$ cat config.mk
export PLATFORM = sky130hd
export DESIGN_NAME = hexdff_top
export DESIGN_NICKNAME = d
export VERILOG_FILES = /design/src/design/hexdff_pkg.sv /design/src/design/hexdff_cell.sv /design/src/design/hexdff_top.sv
export VERILOG_INCLUDE_DIRS = /design/src /design/src/design
export SDC_FILE = /design/constraint.sdc
export NUM_CORES = 1
export LEC_CHECK = 0
export BUFFER_PORTS_ARGS = -buffer_cell sky130_fd_sc_hd__buf_2
export CAP_MARGIN = 0
export CELL_PAD_IN_SITES_DETAIL_PLACEMENT = 1
export CELL_PAD_IN_SITES_GLOBAL_PLACEMENT = 1
export CORE_MARGIN = 4
export CORE_UTILIZATION = 37
export CTS_CLUSTER_SIZE = 20
export DETAILED_ROUTE_END_ITERATION = 8
export PLACE_DENSITY = 0.81
export SLEW_MARGIN = 20
export SYNTH_ARGS = -nofsm -noshare
export SYNTH_HDL_FRONTEND = slang
export SYNTH_SLANG_ARGS = --single-unit
$ cat constraint.sdc
create_clock -name clk -period 1.3 [get_ports clk]
set_input_delay 0.065 -clock clk [delete_from_list [all_inputs] [get_ports clk]]
set_output_delay 0.065 -clock clk [all_outputs]
set_load 0.01 [all_outputs]
$ cat src/design/hexdff_defs.svh
// constants for the six-bit dual-clock edge-triggered register
`ifndef HEXDFF_DEFS_SVH
`define HEXDFF_DEFS_SVH

// ==========================================================================
// widths
// ==========================================================================
`define HEXDFF_WIDTH 6

// ==========================================================================
// reset values
// ==========================================================================
// true side of a storage bit after clear
`define HEXDFF_TRUE_RST 1'b0
// complement side of a storage bit after clear
`define HEXDFF_COMP_RST 1'b1
// master stage after clear
`define HEXDFF_MASTER_RST 1'b0
// last seen clock level after clear; high so a clock already high is no edge
`define HEXDFF_PREV_CLK_RST 1'b1

`endif

$ cat src/design/hexdff_pkg.sv
// types shared by the six-bit dual-clock register
package hexdff_pkg;

    // ======================================================================
    // clock pair
    // ======================================================================
    typedef struct packed {
        logic first;
        logic second;
    } hexdff_clk_pair_s;

    // ======================================================================
    // state of one storage bit
    // ======================================================================
    typedef struct packed {
        logic master;
        logic slave_true;
        logic slave_comp;
    } hexdff_cell_s;

    // ======================================================================
    // state of the shared clock edge logic
    // ======================================================================
    typedef struct packed {
        hexdff_clk_pair_s prev;
    } hexdff_top_s;

endpackage : hexdff_pkg

$ cat src/design/hexdff_cell.sv
// one master/slave storage bit with true and complement outputs
`include "hexdff_defs.svh"

module hexdff_cell
    import hexdff_pkg::*;
(
    input wire logic clk,
    input wire logic clear_any,
    input wire logic follow,
    input wire logic load,
    input wire logic data_in,
    output logic master_out,
    output logic true_out,
    output logic comp_out
);

    // ======================================================================
    // state
    // ======================================================================
    hexdff_cell_s st_q;
    hexdff_cell_s st_d;

    // master follows data while open, slave takes master on a load
    always_comb begin
        st_d = st_q;
        if (follow) begin
            st_d.master = data_in;
        end
        if (load) begin
            st_d.slave_true = st_q.master;
            st_d.slave_comp = ~st_q.master;
        end
    end

    // clear forces the constant state at once, with no clock needed
    always_ff @(posedge clk or posedge clear_any) begin
        if (clear_any) begin
            st_q.master <= `HEXDFF_MASTER_RST;
            st_q.slave_true <= `HEXDFF_TRUE_RST;
            st_q.slave_comp <= `HEXDFF_COMP_RST;
        end else begin
            st_q <= st_d;
        end
    end

    assign master_out = st_q.master;
    assign true_out = st_q.slave_true;
    assign comp_out = st_q.slave_comp;

endmodule : hexdff_cell

$ cat src/design/hexdff_top.sv
// six-bit edge-triggered register with a clock pair and asynchronous clear
//
// Overview of operation
// - six storage bits share one clock pair and one clear input
// - each bit drives a true output and its exact inverse
// - master stage follows data only while both clocks are low
// - a loading clock rise passes the master value to slave and outputs
// - one clock rising while the other is low loads data from before
// - outputs hold on a rise with other clock high, or clocks idle low
// - clear high forces every true output low over data and clocks
// - clear acts at once, without waiting for any clock edge
`include "hexdff_defs.svh"

module hexdff_top
    import hexdff_pkg::*;
#(
    parameter int WIDTH = `HEXDFF_WIDTH
) (
    input wire logic clk,
    input wire logic sys_rst,
    input wire logic [WIDTH-1:0] bit_inputs,
    input wire logic clock_in_first,
    input wire logic clock_in_second,
    input wire logic async_clear_in,
    output logic [WIDTH-1:0] bit_outputs_true,
    output logic [WIDTH-1:0] bit_outputs_comp
);

    // ======================================================================
    // clock pair edge detection
    // ======================================================================
    hexdff_top_s st_q;
    hexdff_top_s st_d;
    hexdff_clk_pair_s clk_now;
    logic clear_any;
    logic rise_first;
    logic rise_second;
    logic follow;
    logic load;
    logic [WIDTH-1:0] master_vec;

    // the clear pin and system reset both clear the whole register
    assign clear_any = sys_rst | async_clear_in;

    // group the clock pair
    assign clk_now.first = clock_in_first;
    assign clk_now.second = clock_in_second;

    // rising edges as seen against the previous sampled level
    assign rise_first = clk_now.first & ~st_q.prev.first;
    assign rise_second = clk_now.second & ~st_q.prev.second;

    // master is open only while both clocks are low
    assign follow = ~clk_now.first & ~clk_now.second;

    // load when one rises with the other low, or when both rise together
    always_comb begin
        load = 1'b0;
        if (rise_first && !clk_now.second) begin
            load = 1'b1;
        end
        if (rise_second && !clk_now.first) begin
            load = 1'b1;
        end
        if (rise_first && rise_second) begin
            load = 1'b1;
        end
        // a rise against a clock already high leaves load low
    end

    // next state of the edge detector
    always_comb begin
        st_d = st_q;
        st_d.prev = clk_now;
    end

    // previous clock levels; reset high so a held-high clock is no edge
    always_ff @(posedge clk or posedge clear_any) begin
        if (clear_any) begin
            st_q.prev.first <= `HEXDFF_PREV_CLK_RST;
            st_q.prev.second <= `HEXDFF_PREV_CLK_RST;
        end else begin
            st_q <= st_d;
        end
    end

    // ======================================================================
    // storage bits
    // ======================================================================
    // six identical bits on the shared clock and clear controls
    generate
        for (genvar i = 0; i < WIDTH; i++) begin : g_bit
            hexdff_cell u_cell (
                .clk(clk),
                .clear_any(clear_any),
                .follow(follow),
                .load(load),
                .data_in(bit_inputs[i]),
                .master_out(master_vec[i]),
                .true_out(bit_outputs_true[i]),
                .comp_out(bit_outputs_comp[i])
            );
        end
    endgenerate
endmodule : hexdff_top

==> results of run 1 <==
## state kept, by name, indices dropped and copies added, names as in the netlist
name / count
g_bit.u_cell.true_out: 6
g_bit.u_cell.comp_out: 6
st_q: 2
g_bit.u_cell.master_out: 6
## report_power, final
part | total, mW | switching, mW | internal (mW)
Clock | 0.531 | 0.219 | 0.312
Combinational | 0.433 | 0.215 | 0.218
Sequential | 0.839 | 0.0847 | 0.754
Total | 1.80 | 0.519 | 1.28
## placed cells by master, fill, tap and decap left out
master / count
nand2_2: 2
buf_2: 22
a211oi_1: 4
buf_4: 7
clkbuf_4: 3
dfrtp_1: 12
nor2_4: 2
and2_4: 1
a21boi_1: 3
a211o_1: 3
or2_2: 9
dlygate4sd3_1: 9
nor2_1: 1
or3b_1: 3
nand2b_1: 4
bufinv_16: 1
nand3b_1: 6
mux2_1: 6
a21oi_1: 21
a211oi_2: 2
dfstp_2: 8
nor3_1: 6
## through the flow
stage | setup TNS, ns | power (mW) | instance area [um^2]
3_3_place_gp | 0 | 1.22 | 1190
6_report | 0 | 1.80 | 1360
2_1_floorplan | 0 | 1.17 | 1120
4_1_cts | 0 | 1.81 | 1350
5_1_grt | 0 | 1.90 | 1360
3_5_place_dp | -0.113 | 1.25 | 1190
## cell families after synthesis
group                  share of synthesized area (%)
AOI/OAI and AO/OA                               17.7
buffers and inverters                           11.1
DFF                                             45.4
muxes                                           6.01
and+or+nand+nor                                 19.8
## worst max-delay path, cell delays in order (launching register included)
cell,delay (ns)
dfstp_2,0.60
and2_4,0.18
nor2_4,0.07
a211o_1,0.30
## timing repair
action | in CTS | in global routing
hold buffers | 9 | 0
setup buffers | 1 | 0
pin swaps | 0 | 1
gates resized for setup | 2 | 5
endpoints found under the hold margin | 19 | 0
setup endpoints to repair | 9 | 5
## worst paths after layout
| check | startpoint | to | slack, ns |
|---|---|---|---|
| max | st_q[0]$_DFF_PP1_ | g_bit[1].u_cell.true_out$_DFFE_PP0P_ | 0.04 |
| min | clock_in_second | st_q[0]$_DFF_PP1_ | 0.01 |
| min reg2reg | g_bit[0].u_cell.master_out$_DFFE_PP0P_ | g_bit[0].u_cell.comp_out$_DFFE_PP1P_ | 0.49 |
| min in group asynchronous | async_clear_in | g_bit[0].u_cell.master_out$_DFFE_PP0P_ | 0.35 |
| max in group asynchronous | sys_rst | g_bit[5].u_cell.comp_out$_DFFE_PP1P_ | 0.14 |
| max reg2reg | st_q[0]$_DFF_PP1_ | g_bit[1].u_cell.true_out$_DFFE_PP0P_ | 0.04 |
## routing by layer
metal	part of all wire, %	track usage (%)	vias up
li1	-	-	429
met1	43	19.6	458
met2	52	26.0	15
met3	3.0	1.95	6
met4	2.0	7.44	0
met5	0	0	-
## final cells by class
class	instances	area [um^2]	share of cell area, %
Clock inverter	1	30.0	2.21
Clock buffer	3	22.5	1.65
Tap cell	31	38.8	2.85
Sequential cell	20	510	37.5
Timing Repair Buffer	38	253	18.6
Multi-Input combinational cell	73	507	37.2
==> out/summary.md, run 1 <==
The chip width is 63.1 um, and the power density of the placed cells is 1320 mW/mm^2. Before antenna repair, the detailed router went through 3 iterations. The maximum operating frequency came out at 0.794 GHz. The biggest area contributor in the post-synthesis netlist is dfrtp_1.

In the synthesized netlist the async set-or-reset flop fraction comes to 100%. In this run the cell area of the synthesized design comes to 0.00112 mm^2. Counting flops with a built-in enable in the synthesized netlist gives 0. Detailed placement finished with a half-perimeter wire length of 1960 um. For the core outline area, the log shows 0.00283 mm^2. Category of the most critical setup path: reg -> reg.

The via total after detailed routing is 908. The tightest hold margin is 0.0104 ns. The die covers 0.00399 mm^2. OpenSTA, run right after detailed placement, puts the worst setup slack at -0.0580 ns. The count of cells along the worst hold path was 1.

The non-filler instance count after layout is 166. In this run the vertical extent of the chip is 63.1 um. Summed over all layers, the routed wires come to 2730 um. The I/O pin count is 23, and the number of cells on the worst reg-to-reg path is 3.

The most repeated cell in the gate-level netlist after synthesis was a21oi_1. The number of global-route vias before repair was 961; the number of vias per cell was 5.47. Routability-driven placement finished with a final weighted congestion of 0.766. The tools report the final design utilization as 48.1%.

The share of Yosys cell area claimed by the top area cell type is 26.7%. Row generation in the floorplan step produced 19 rows. Data on the critical path is required at its endpoint by 1.52 ns. Buffers inserted during clock tree synthesis total 3. Measured against its own limit, the worst slew margin works out to 74.0%. Of all nets on the critical path, the largest fanout is 9. TritonCTS built the clock tree. At the pin with the least slew margin, the transition time is 0.390 ns. Setup repair after global routing left no endpoint under its margin. Dividing the synthesized area by the synthesized cell count gives 10.1 um^2. The Yosys step of the flow raised 0 warnings. Cells with a size suffix above 1 make up 42.2% of the layout. The final setup violation count is 0, and the initial DRC count is 5.

Synthesis produced a netlist with a net count of 122. The path class of the tightest hold or removal check is in -> reg. Subtracting the final worst setup slack from the clock period gives 1.26 ns. The tools report the clock latency on the worst-skew pair as 0.32 ns. The initial utilization of the core area, before any placement, comes to 39.8%. The run finished with clean final reports.

Fill cells in the final layout number 311. After synthesis, the most frequently instantiated cells are a21oi_1, buf_4, dfrtp_1. Element type at the critical path start: a register. In this run the static leakage power is 0.578 nW. Clock tree root driver cell: clkbuf_4. Summing the sequential cell areas from Yosys gives 45.4% of the chip area. The final cycle utilization of the critical path works out to 96.8%. After synthesis, the cell types taking the most area are dfrtp_1, dfstp_2, a21oi_1, buf_4, mux2_1. Global-route congestion overflow total: 0. In the final design database the tool counted 147 nets. Leading register cell type out of synthesis: dfrtp_1. For the first-pass GRT wire length, the log shows 4820 um. The worst setup path is captured at a register. The max-slew violation count was 0; the count of buffers inserted at the top-level ports was 22. The tool flagged a number of max-cap violations equal to 0.

After detailed routing, the average wire length per cell comes to 16.4 um. The clock-pin transition on the worst setup and hold timing paths is 0.13 ns, and the H-tree level count is 1. The slack of the critical path was 0.0413 ns; the pin count of the biggest net entering global routing was 26.

Counting flops and latches in the post-synthesis netlist gives 20. The longest clock path from root to sink contains 2 buffers. The post-synthesis instance total came out at 111.

For the final database, setup skew stands at 0.00472 ns. For the number of instances in the placed design, the log shows 152. After detailed routing, the number of remaining DRC violations is 0.

The worst vdd rail ir drop is 0.745 mV. The area overhead of the layout relative to synthesis was 21.0%. The count of nets left with antenna violations once routing finished came out at 0. The run gives 0 as the number of antenna violations at the first check in global routing. The total routing usage reported by global routing is 15.5%, and the count of clock tree sinks is 20. The number of antenna diodes in the final layout is 0.

Synthesis instantiated 19 different standard cells from the library. The number of failing hold endpoints at the final stage was 0. At the worst endpoint, the arrival time is 1.48 ns.
Note: power is estimated with default switching activity, not from simulation.
==> run 2, diff against run 1 <==
--- a/config.mk
+++ b/config.mk
@@ -11,10 +11,10 @@
 export CELL_PAD_IN_SITES_DETAIL_PLACEMENT = 1
 export CELL_PAD_IN_SITES_GLOBAL_PLACEMENT = 1
 export CORE_MARGIN = 4
-export CORE_UTILIZATION = 37
+export CORE_UTILIZATION = 41
 export CTS_CLUSTER_SIZE = 20
 export DETAILED_ROUTE_END_ITERATION = 8
-export PLACE_DENSITY = 0.81
+export PLACE_DENSITY = 0.85
 export SLEW_MARGIN = 20
 export SYNTH_ARGS = -nofsm -noshare
 export SYNTH_HDL_FRONTEND = slang
==> constraint.sdc (replaced) <==
create_clock -name clk -period 1.2 [get_ports clk]
set_input_delay 0.06 -clock clk [delete_from_list [all_inputs] [get_ports clk]]
set_output_delay 0.06 -clock clk [all_outputs]
set_load 0.01 [all_outputs]
==> run 2 against run 1 <==
The run now ends with negative setup slack left. Setup slack got worse by 0.12 ns. Largest cell class is now multi-input gates. Clock power fell by 24%. First-iteration DRC count rose to 3.2 times the previous value. Highest routed layer unchanged. Largest power group unchanged.
==> out/summary.md, run 2 (synthesis gave the netlist of run 1 again) <==
The end point of the most critical hold path is st_q[0]$_DFF_PP1_ (unchanged). The proportion of power drawn by flip-flops and latches was 48.9% (was 46.5%). The run finished, with violations left. The residual antenna-violating net count after detailed routing is 0 (unchanged), and the number of nets in the final layout is 155 (was 147). The buffering stage count on the worst path with inverters included was 1 (was 0); the final design utilization was 57.7% (was 48.1%). The logs give 5110 um (was 4820 um) for the first-pass GRT wire length and 977 (was 908) for the via total after detailed routing. Commonest non-fill, non-tap cells in the layout: buf_2, a21oi_1, dfrtp_1, buf_4 (was buf_2, a21oi_1, dfrtp_1).

The tools report the final weighted congestion in routability-driven placement as 0.780 (was 0.766). The maximum operating frequency was 0.780 GHz (was 0.794 GHz); the delay contributed by the slowest stage of the critical path was 0.61 ns (was 0.60 ns). The switching share of power came out at 32.3% (was 28.8%). The tools report the start of the worst register-to-register path as st_q[0]$_DFF_PP1_ (unchanged). The library cell contributing the largest single delay on the critical path was dfstp_2 (unchanged). The total of max-cap violations was 0 (unchanged); the total design power was 1.89 mW (was 1.80 mW). The count of clock tree sinks is 20 (unchanged), and the internal power is 1.28 mW (about the same). The final setup violation count is 9 (was 0), and the chip width is 60.4 um (was 63.1 um). The checks that failed: negative setup slack. The logs give 29.6% (was 24.0%) for the logic gate share of total power and 23 (was 26) for the pin count of the biggest net entering global routing. Total wirelength of the detailed-routed design: 3460 um (was 2730 um). For the number of core rows, the log shows 18 (was 19).

The clock-pin transition on the worst setup and hold timing paths was 0.13 ns (about the same). For the clock buffer count from CTS, the log shows 3 (unchanged). Ratio of cells with drive above 1 in the final layout: 53.8% (was 42.2%).

The number of detailed-route iterations in the first pass was 4 (was 3). The clock skew is 0.00806 ns (was 0.00472 ns). Most common cell after layout, fill and taps aside: buf_2 (unchanged). The type of the tightest min-delay check is in -> reg (unchanged).

The detail-routed net length per standard cell works out to 20.0 um (was 16.4 um). The tools report the start point of the worst hold path as clock_in_second (unchanged). The tools report the clock latency on the worst-skew pair as 0.30 ns (was 0.32 ns).

The tools report the critical path arrival as 1.54 ns (was 1.48 ns). The number of vias per cell is 5.65 (was 5.47). The count of unresolved DRC violations after routing was 0 (unchanged); the slack of the critical path was -0.0812 ns (was 0.0413 ns). The number of global-route vias before repair is 1050 (was 961), and the initial DRC count is 16 (was 5).

The buffer levels on the longest clock path is 2 (unchanged). For the count of inserted antenna diode cells, the log shows 0 (unchanged). The height of the chip came out at 60.4 um (was 63.1 um). The non-filler instance count after layout came out at 173 (was 166). Setup repair after global routing could not meet its margin everywhere.

The logs give 19.2% (was 15.5%) for the total routing usage reported by global routing and -0.08 ns (was 0.04 ns) for the worst setup slack for register-to-register paths. The power density of the placed cells was 1290 mW/mm^2 (was 1320 mW/mm^2). The tools report the max-slew violation count as 0 (unchanged). The run gives 0 (unchanged) as the number of failing hold endpoints at the final stage. Endpoint of the most critical register-to-register path: g_bit[0].u_cell.true_out$_DFFE_PP0P_ (was g_bit[1].u_cell.true_out$_DFFE_PP0P_). The tools report the worst slew slack as a fraction of its limit as 77.4% (was 74.0%). The final cycle utilization of the critical path is 107% (was 96.8%), and the worst vdd rail ir drop is 0.998 mV (was 0.745 mV). The I/O pin count is 23 (unchanged), and the highest fanout seen on the critical path is 6 (was 9).

The global-route congestion overflow total is 0 (unchanged). The portion of total power attributed to the clock network is 21.5% (was 29.5%), and the count of cells along the worst hold path is 2 (was 1). Detailed-placement wirelength estimate: 2080 um (was 1960 um).

Element type at the critical path start: a register (unchanged). The count of buffers inserted at the top-level ports is 22 (unchanged), and the die area is 0.00365 mm^2 (was 0.00399 mm^2). The clock tree root driver cell was clkbuf_4 (unchanged). TritonCTS built the clock tree. Cell-by-cell listing of the critical path: nand2_1 > buf_4 > a21boi_0 > a211o_1 (was and2_4 > nor2_4 > a211o_1). The starting density of the core came out at 44.2% (was 39.8%). The core outline area came out at 0.00254 mm^2 (was 0.00283 mm^2).

The element type at the critical path end was a register (unchanged). The final critical delay including setup and external delays was 1.28 ns (was 1.26 ns). The family with the most delay on the worst path was flip-flops (unchanged). Leakage power: 0.615 nW (was 0.578 nW). The area overhead of the layout relative to synthesis is 30.5% (was 21.0%), and the number of setup buffers added after CTS is 0 (was 1). The category of the most critical setup path is reg -> reg (unchanged). The number of instances in the placed design is 159 (was 152), and the net switching power is 0.609 mW (was 0.519 mW). The run gives 1.46 ns (was 1.52 ns) as the data required time at the worst endpoint. The tools report the H-tree level count as 1 (unchanged). The transition time of the tightest slew-check pin is 0.339 ns (was 0.390 ns). The number of cells on the worst reg-to-reg path came out at 4 (was 3).

For the number of antenna violations at the first check in global routing, the log shows 0 (unchanged).
[run 2: changes by cell type in the layout (fill, tap and decap cells not counted), moves of 2 or more]
cell	before	now
a21oi_1	21	14
a21oi_2	0	7
buf_4	7	12
a211oi_1	4	1
a211oi_2	2	5
buf_6	0	3
nor3_1	6	4
nor3_2	0	2
[run 2: per-layer routing]
| layer | up-vias | track usage (%) | wire, um |
|---|---|---|---|
| met3 | 10 | 2.34 | 145 |
| met5 | - | 0 | 0 |
| met1 | 495 | 22.8 | 1460 |
| li1 | 445 | - | - |
| met4 | 0 | 8.23 | 61 |
| met2 | 27 | 34.6 | 1800 |
[run 2: area by class of cell]
class	instances	area (um^2)
repair buffers	45	319
fillers	278	1080
clock buffers	4	36.3
multi-input cells	74	564
flip-flops and latches	20	510
well taps	30	37.5
[run 2: worst max path at each step]
stage                 startpoint  cells past startpoint                                   end  slack (ns)
6_report       st_q[0]$_DFF_PP1_                      4  g_bit[0].u_cell.true_out$_DFFE_PP0P_       -0.08
5_1_grt        st_q[0]$_DFF_PP1_                      4  g_bit[0].u_cell.true_out$_DFFE_PP0P_       -0.15
4_1_cts        st_q[0]$_DFF_PP1_                      4  g_bit[3].u_cell.true_out$_DFFE_PP0P_      -0.006
3_5_place_dp   st_q[0]$_DFF_PP1_                      3  g_bit[1].u_cell.true_out$_DFFE_PP0P_       -0.08
3_3_place_gp   st_q[0]$_DFF_PP1_                      3  g_bit[2].u_cell.true_out$_DFFE_PP0P_       -0.01
2_1_floorplan  st_q[0]$_DFF_PP1_                      4  g_bit[2].u_cell.true_out$_DFFE_PP0P_       0.004
[run 2: power by group through the flow]
stage | Clock [mW] | Combinational (mW) | Sequential, mW
2_1_floorplan | 0 | 0.374 | 0.894
3_3_place_gp | 0 | 0.442 | 0.904
3_5_place_dp | 0 | 0.464 | 0.918
4_1_cts | 0.407 | 0.499 | 0.906
5_1_grt | 0.439 | 0.607 | 0.941
6_report | 0.405 | 0.559 | 0.922
[run 2: what timing repair did]
action / CTS / global route
resized for setup: 5 / 18
pin swaps: 7 / 6
gates cloned: 1 / 0
hold endpoints to repair: 19 / 0
endpoints found under the setup margin: 12 / 24
hold buffers: 9 / 0
[run 2: stage by stage]
step / hold WS [ns] / setup WS, ns / area (um^2) / TNS (ns)
after floorplan: 0.0645 / 0.00419 / 1120 / 0
after global placement: 0.139 / -0.0102 / 1250 / -0.0302
after detailed placement: 0.146 / -0.0804 / 1250 / -0.267
after CTS: 0.147 / -0.00587 / 1400 / -0.00733
after global routing: 0.175 / -0.149 / 1470 / -0.746
final: 0.166 / -0.0812 / 1470 / -0.319
